## config.mk

```make
export PLATFORM = sky130hd
export DESIGN_NAME = two_pin_gpio_port_with_pullup
export DESIGN_NICKNAME = d
export VERILOG_FILES = /design/src/logic/gpio_port_pkg.sv /design/src/logic/pad_input_sync.sv /design/src/logic/two_pin_gpio_port_with_pullup.sv
export VERILOG_INCLUDE_DIRS = /design/src /design/src/logic
export SDC_FILE = /design/constraint.sdc
export NUM_CORES = 1
export LEC_CHECK = 0
export BUFFER_PORTS_ARGS = -buffer_cell sky130_fd_sc_hd__buf_4
export CAP_MARGIN = 0
export CORE_UTILIZATION = 35
export DETAILED_ROUTE_END_ITERATION = 16
export HOLD_SLACK_MARGIN = 0.05
export PLACE_DENSITY = 0.6
export SLEW_MARGIN = 5
export SYNTH_ARGS = -nofsm -noshare
export SYNTH_HDL_FRONTEND = slang
export SYNTH_SLANG_ARGS = --single-unit
```

## constraint.sdc

```tcl
create_clock -name core_clk -period 3.1 [get_ports core_clk]
set_input_delay 0.155 -clock core_clk [delete_from_list [all_inputs] [get_ports core_clk]]
set_output_delay 0.155 -clock core_clk [all_outputs]
set_load 0.1 [all_outputs]
```

## src/logic/gpio_port_defines.svh

```systemverilog
`ifndef GPIO_PORT_DEFINES_SVH
`define GPIO_PORT_DEFINES_SVH

// Register word addresses on the plain register port
`define ADDR_OUTPUT_LATCH   4'h0
`define ADDR_DIRECTION      4'h1
`define ADDR_PULLUP_SELECT  4'h2
`define ADDR_STANDBY_CTRL   4'h3

// Implemented bit positions of each port register
`define PIN_LO              1
`define PIN_HI              2
`define PORT_MASK           8'h06

// Standby control fields
`define STBY_FLOAT_BIT      0
`define STBY_STOP_BIT       1
`define STBY_WATCH_BIT      2
`define STBY_MASK           8'h07

// Reset values
`define RST_OUTPUT_LATCH    8'h00
`define RST_DIRECTION       8'h00
`define RST_PULLUP_SELECT   8'h00
`define RST_STANDBY_CTRL    8'h00

`endif

```

## src/logic/gpio_port_pkg.sv

```systemverilog
package gpio_port_pkg;

  typedef struct packed {
    logic [3:0] addr;
    logic [7:0] wdata;
    logic       wr;
    logic       rd;
    logic       rmw;
  } reg_req_t;

  typedef struct packed {
    logic [1:0] out;
    logic [1:0] oe_n;
    logic [1:0] pullup_en;
  } pad_drive_t;

endpackage : gpio_port_pkg

```

## src/logic/pad_input_sync.sv

```systemverilog
`timescale 1ns/100ps
`default_nettype none

module pad_input_sync (
  input  wire logic       core_clk,
  input  wire logic       rst,
  input  wire logic [1:0] pad_in,
  output var  logic [1:0] pad_sync
);

  logic [1:0] meta;

  // The first stage feeds only the second stage
  always_ff @(posedge core_clk or posedge rst) begin
    if (rst) begin
      meta     <= 2'h0;
      pad_sync <= 2'h0;
    end else begin
      meta     <= pad_in;
      pad_sync <= meta;
    end
  end

endmodule : pad_input_sync

`default_nettype wire

```

## src/logic/two_pin_gpio_port_with_pullup.sv

```systemverilog
// The address map and the plain strobed port were chosen for this implementation.
`timescale 1ns/100ps
`default_nettype none
`include "gpio_port_defines.svh"

// What this block does
// RULE1: direction 1 output, 0 input
// RULE2: output pin drives its latch value
// RULE3: latch write appears on output pad
// RULE4: input pin stores latch, pad undriven
// RULE5: output pin normal read returns latch
// RULE6: input pin normal read returns pad
// RULE7: read-modify-write read returns latch contents
// RULE8: reset clears all direction bits
// RULE9: float setting plus standby forces Hi-Z
// RULE10: floated input pins block input, read low
// RULE11: float setting 0 keeps pin states
// RULE12: pull-up select 1 connects pull-up
// RULE13: low driven output drops pull-up
// RULE14: software disables shared peripheral outputs; this block has no peripheral outputs to disable
// RULE15: only bits 1 and 2 implemented
// RULE16: pad samples synchronised before reads
module two_pin_gpio_port_with_pullup (
  input  wire logic                    core_clk,
  input  wire logic                    rst,
  input  wire logic [3:0]              reg_addr,
  input  wire logic [7:0]              reg_wdata,
  input  wire logic                    reg_wr,
  input  wire logic                    reg_rd,
  input  wire logic                    reg_rmw,
  output var  logic [7:0]              reg_rdata,
  input  wire logic [1:0]              pad_in,
  output var  logic [1:0]              pad_out,
  output var  logic [1:0]              pad_oe_n,
  output var  logic [1:0]              pad_pullup_en,
  output var  logic                    pad_input_blocked
);

  gpio_port_pkg::reg_req_t   req;
  gpio_port_pkg::pad_drive_t next_drive;
  logic [7:0]                output_latch;
  logic [7:0]                direction;
  logic [7:0]                pullup_select;
  logic [7:0]                standby_ctrl;
  logic [1:0]                pad_sync;
  logic                      float_now;
  logic [7:0]                next_rdata;
  logic [7:0]                pin_view;

  assign req.addr  = reg_addr;
  assign req.wdata = reg_wdata;
  assign req.wr    = reg_wr;
  assign req.rd    = reg_rd;
  assign req.rmw   = reg_rmw;

  function automatic logic hit(input logic [3:0] a, input logic [3:0] w);
    hit = (a == w);
  endfunction : hit

  pad_input_sync u_sync (
    .core_clk (core_clk),
    .rst      (rst),
    .pad_in   (pad_in),
    .pad_sync (pad_sync)  // [RULE16]
  );

  always_ff @(posedge core_clk or posedge rst) begin
    if (rst) begin
      output_latch <= `RST_OUTPUT_LATCH;
    end else if (req.wr && hit(req.addr, `ADDR_OUTPUT_LATCH)) begin
      // Stored regardless of direction [RULE3] [RULE4] [RULE15]
      output_latch <= req.wdata & `PORT_MASK;
    end
  end

  always_ff @(posedge core_clk or posedge rst) begin
    if (rst) begin
      direction <= `RST_DIRECTION;  // [RULE8]
    end else if (req.wr && hit(req.addr, `ADDR_DIRECTION)) begin
      direction <= req.wdata & `PORT_MASK;  // [RULE15]
    end
  end

  always_ff @(posedge core_clk or posedge rst) begin
    if (rst) begin
      pullup_select <= `RST_PULLUP_SELECT;
    end else if (req.wr && hit(req.addr, `ADDR_PULLUP_SELECT)) begin
      pullup_select <= req.wdata & `PORT_MASK;  // [RULE15]
    end
  end

  // Stand-in for the chip's standby controller
  always_ff @(posedge core_clk or posedge rst) begin
    if (rst) begin
      standby_ctrl <= `RST_STANDBY_CTRL;
    end else if (req.wr && hit(req.addr, `ADDR_STANDBY_CTRL)) begin
      standby_ctrl <= req.wdata & `STBY_MASK;
    end
  end

  // Float only in stop or watch with float setting set [RULE9] [RULE11]
  assign float_now = standby_ctrl[`STBY_FLOAT_BIT] &
                     (standby_ctrl[`STBY_STOP_BIT] |
                      standby_ctrl[`STBY_WATCH_BIT]);

  genvar i;
  generate
    for (i = 0; i < 2; i++) begin : g_pin
      localparam int B = `PIN_LO + i;
      // Continuous assigns: each bit has one driver, no shared process
      assign next_drive.out[i]  = output_latch[B];  // [RULE2] [RULE3]
      // Low enable drives; input or float leaves pad free
      assign next_drive.oe_n[i] = ~direction[B] | float_now;  // [RULE1] [RULE4] [RULE9]
      // Pull-up off whenever the pad is driven low [RULE12] [RULE13]
      assign next_drive.pullup_en[i] = pullup_select[B] &
                                       ~(direction[B] & ~float_now &
                                         ~output_latch[B]);
      // Output reads latch; input reads pad, blocked input reads low
      assign pin_view[B] = direction[B] ? output_latch[B]  // [RULE5]
                         : (pad_sync[i] & ~float_now);     // [RULE6] [RULE10]
    end
  endgenerate

  assign pin_view[0]   = 1'b0;
  assign pin_view[7:3] = 5'h00;

  always_comb begin
    next_rdata = 8'h00;
    if (req.rd) begin
      unique case (req.addr)
        `ADDR_OUTPUT_LATCH: begin
          next_rdata = req.rmw ? output_latch : pin_view;  // [RULE7]
        end
        `ADDR_DIRECTION:     next_rdata = direction;
        `ADDR_PULLUP_SELECT: next_rdata = pullup_select;
        `ADDR_STANDBY_CTRL:  next_rdata = standby_ctrl;
        default:             next_rdata = 8'h00;
      endcase
    end
  end

  always_ff @(posedge core_clk or posedge rst) begin
    if (rst) begin
      reg_rdata <= 8'h00;
    end else begin
      reg_rdata <= next_rdata;
    end
  end

  // Pad controls registered; one cycle after the register write
  always_ff @(posedge core_clk or posedge rst) begin
    if (rst) begin
      pad_out           <= 2'h0;
      pad_oe_n          <= 2'h3;
      pad_pullup_en     <= 2'h0;
      pad_input_blocked <= 1'b0;
    end else begin
      pad_out           <= next_drive.out;
      pad_oe_n          <= next_drive.oe_n;
      pad_pullup_en     <= next_drive.pullup_en;
      pad_input_blocked <= float_now;  // [RULE10]
    end
  end

endmodule : two_pin_gpio_port_with_pullup

`default_nettype wire

```

==> results_dict.tcl <==
set metrics [dict create \
    status "complete, no violations" \
    drive_gt1_frac 0.423 \
    regArea_um2 578 \
    p_per_area_mw_per_mm2 769 \
    crit_path_end "pad_pullup_en[0]$_DFF_PP0_" \
    tritoncts "built" \
    nFillCells 244 \
    crit_path_start_kind "flip-flop" \
    startpoint "standby_ctrl[1]$_DFFE_PP0P_" \
    setup_viol 0 \
    total_leakage_power_uw 0.000550 \
    multiInputGateArea_um2 298 \
    critPathCaptureType "flip-flop" \
    critPathArrivalTime_ns 1.55 \
    dieArea_mm2 0.00280 \
    drv_cap 0 \
    post_cts_buffers 0 \
    grt_max_degree 24 \
    r2r-end "pad_pullup_en[0]$_DFF_PP0_" \
    port_buffers 23 \
    clk_pin_slew_worst_paths_ns 0.12 \
    clock-root-buffer "clkbuf_4" \
    die_h_um 52.9 \
    rrSetupSlack_ns 1.76 \
    start_util 0.369 \
    core_area_mm2 0.00245 \
    ant_nets 0 \
    viasPerCell 4.66 \
    hold_viol 0 \
    yosysSeqAreaShare 0.638 \
    clock_path_buffers 2 \
    post-place-ws_ns 1.63 \
    reg2regPathDepth 3 \
    die_x_um 52.9 \
    peakVddDrop_v 0.000396 \
    routed_wirelength_um 1520 \
    rsz0062_at_grt "false" \
    gr-total-overflow 0 \
    crit_type "flip-flop to flip-flop" \
    synth_warnings 0 \
    cp.required_ns 3.31 \
    hold_class "primary input to flip-flop" \
    hpwl_um 1120 \
    gp_congestion 0.767 \
    n_antenna_cell 0 \
    synth.cell_area_um2 906 \
    syn_to_final_growth_pct 27.1 \
    numCtsBuffers 3 \
    holdBufCountCts 3 \
    slew_violations 0 \
    ys_types 20 \
    nets 117 \
    fmaxAchievable_mhz 746 \
    grt_usage 0.127 \
    synth.avg_cell_area_um2 13.3 \
    clock-sinks 23 \
    netlist_instances 68 \
    relSlewSlack 0.441 \
    rows 18 \
    htreeDepth 1 \
    tightest_slew_ns 0.838 \
    grt_pass1_vias 571 \
    clk_latency_ns 0.31 \
    synth_seq_cells 23 \
    finalCriticalPeriod_ns 1.34 \
    ioPinCount 34 \
    timing.final.crit_share 0.432 \
    fin_worst_skew_ns 0.00191 \
    drcViolationCount 0 \
    grt_pass1_wl_um 2480 \
    rr_startpoint "standby_ctrl[1]$_DFFE_PP0P_" \
    min_path_cells 2 \
    worst_slack_ns 1.76 \
    route.detailed.wl_per_inst_um 11.9 \
    drtPass1Iterations 4 \
    grt_antenna_before_repair 0 \
    vias 592 \
    tns_ns 0 \
    post_cts_resize_count 0 \
    crit_fanout 5 \
    drtIter0Drc 3 \
]
==> flip-flops by register name (all words and copies together) (netlist names) <==
signal	flops
pad_out	2
u_sync.pad_sync	2
reg_rdata	3
standby_ctrl	3
pad_oe_n	2
pullup_select	2
pad_pullup_en	2
output_latch	2
direction	2
pad_input_blocked	1
u_sync.meta	2
==> cell usage in the layout, fill, tap and decap left out, types with 2 or more instances in the layout <==
| master | netlist | layout |
|---|---|---|
| o21a_1 | 4 | 4 |
| a31oi_1 | 2 | 2 |
| dfstp_2 | 2 | 2 |
| mux2_2 | 11 | 11 |
| conb_1 | 1 | 5 |
| o22ai_1 | 2 | 2 |
| clkbuf_4 | 0 | 3 |
| buf_4 | 5 | 23 |
| a22oi_1 | 2 | 2 |
| dlygate4sd3_1 | 0 | 3 |
| dfrtp_1 | 21 | 21 |
| nand2_1 | 4 | 4 |
| inv_1 | 2 | 2 |
| nor2_1 | 4 | 4 |
==> critical path, cell delays in order, from the launching register on <==
cell     delay, ns
dfrtp_1       0.42
o21ai_0       0.47
nand2_1       0.16
o21a_1        0.19
==> power by group <==
| part | switching [uW] | internal [uW] |
|---|---|---|
| combinational | 268 | 89.5 |
| clock | 87.8 | 48.2 |
| sequential | 32.4 | 359 |
| total | 388 | 497 |
==> how the worst min path moves through the flow <==
stage / from / end / slack (ns)
5_1_grt: reg_wdata[0] / standby_ctrl[0]$_DFFE_PP0P_ / 0.05
6_report: reg_wdata[0] / standby_ctrl[0]$_DFFE_PP0P_ / 0.07
3_5_place_dp: pad_in[1] / u_sync.meta[1]$_DFF_PP0_ / 0.27
3_3_place_gp: pad_in[1] / u_sync.meta[1]$_DFF_PP0_ / 0.26
2_1_floorplan: rst / direction[1]$_DFFE_PP0P_ / 0.16
4_1_cts: reg_wdata[0] / standby_ctrl[0]$_DFFE_PP0P_ / 0.06
==> cell type report <==
cell class              instances  area share
multi-input cells              42       0.259
well taps                      30      0.0326
clock inverters                 1     0.00435
repair buffers                 26       0.176
flip-flops and latches         23       0.502
inverters                       2     0.00652
clock buffers                   3      0.0196
==> layer usage <==
metal,part of all wire,vias to the layer above,GRT usage
met3,0.036,4,0.0172
met5,0,-,0
met4,0.018,0,0.0789
met1,0.43,286,0.161
li1,-,287,-
met2,0.52,15,0.203
==> cells by family (layout without fill, tap and decap cells) <==
group / count (synthesis) / count (layout) / synth area share
flip-flops: 23 / 23 / 0.638
AO/OA/AOI/OAI: 11 / 11 / 0.0829
other: 1 / 5 / 0.00414
buffers and inverters: 7 / 32 / 0.0497
multiplexers: 11 / 11 / 0.137
AND/OR/NAND/NOR: 15 / 15 / 0.0884
==> synth_stat cells <==
master    count  area [um^2]
nand3b_1      1         7.51
nand2_1       4         15.0
a22oi_1       2         15.0
buf_4         5         37.5
mux2_2       11          124
nor3b_1       1         7.51
dfrtp_1      21          526
o21a_1        4         30.0
conb_1        1         3.75
dfstp_2       2         52.6
or3_1         1         6.26
a31oi_1       2         12.5
nor2_1        4         15.0
inv_1         2         7.51
and3_1        1         6.26
nor2b_1       1         6.26
or3b_4        1         11.3
o21ai_0       1         5.00
o22ai_1       2         12.5
nand3_1       1         5.00
==> stage by stage <==
stage | area [um^2] | std cells | total power, uW | util | hold WS [ns]
floorplan | 921 | 72 | 680 | - | 0.155
global placement | 1090 | 120 | 751 | 0.445 | 0.264
detailed placement | 1090 | 120 | 755 | 0.445 | 0.266
CTS | 1150 | 127 | 895 | 0.469 | 0.0597
global route | 1150 | 127 | 929 | 0.469 | 0.0525
finish | 1150 | 127 | 885 | 0.469 | 0.0675
Note: power is estimated with default switching activity, not from simulation.
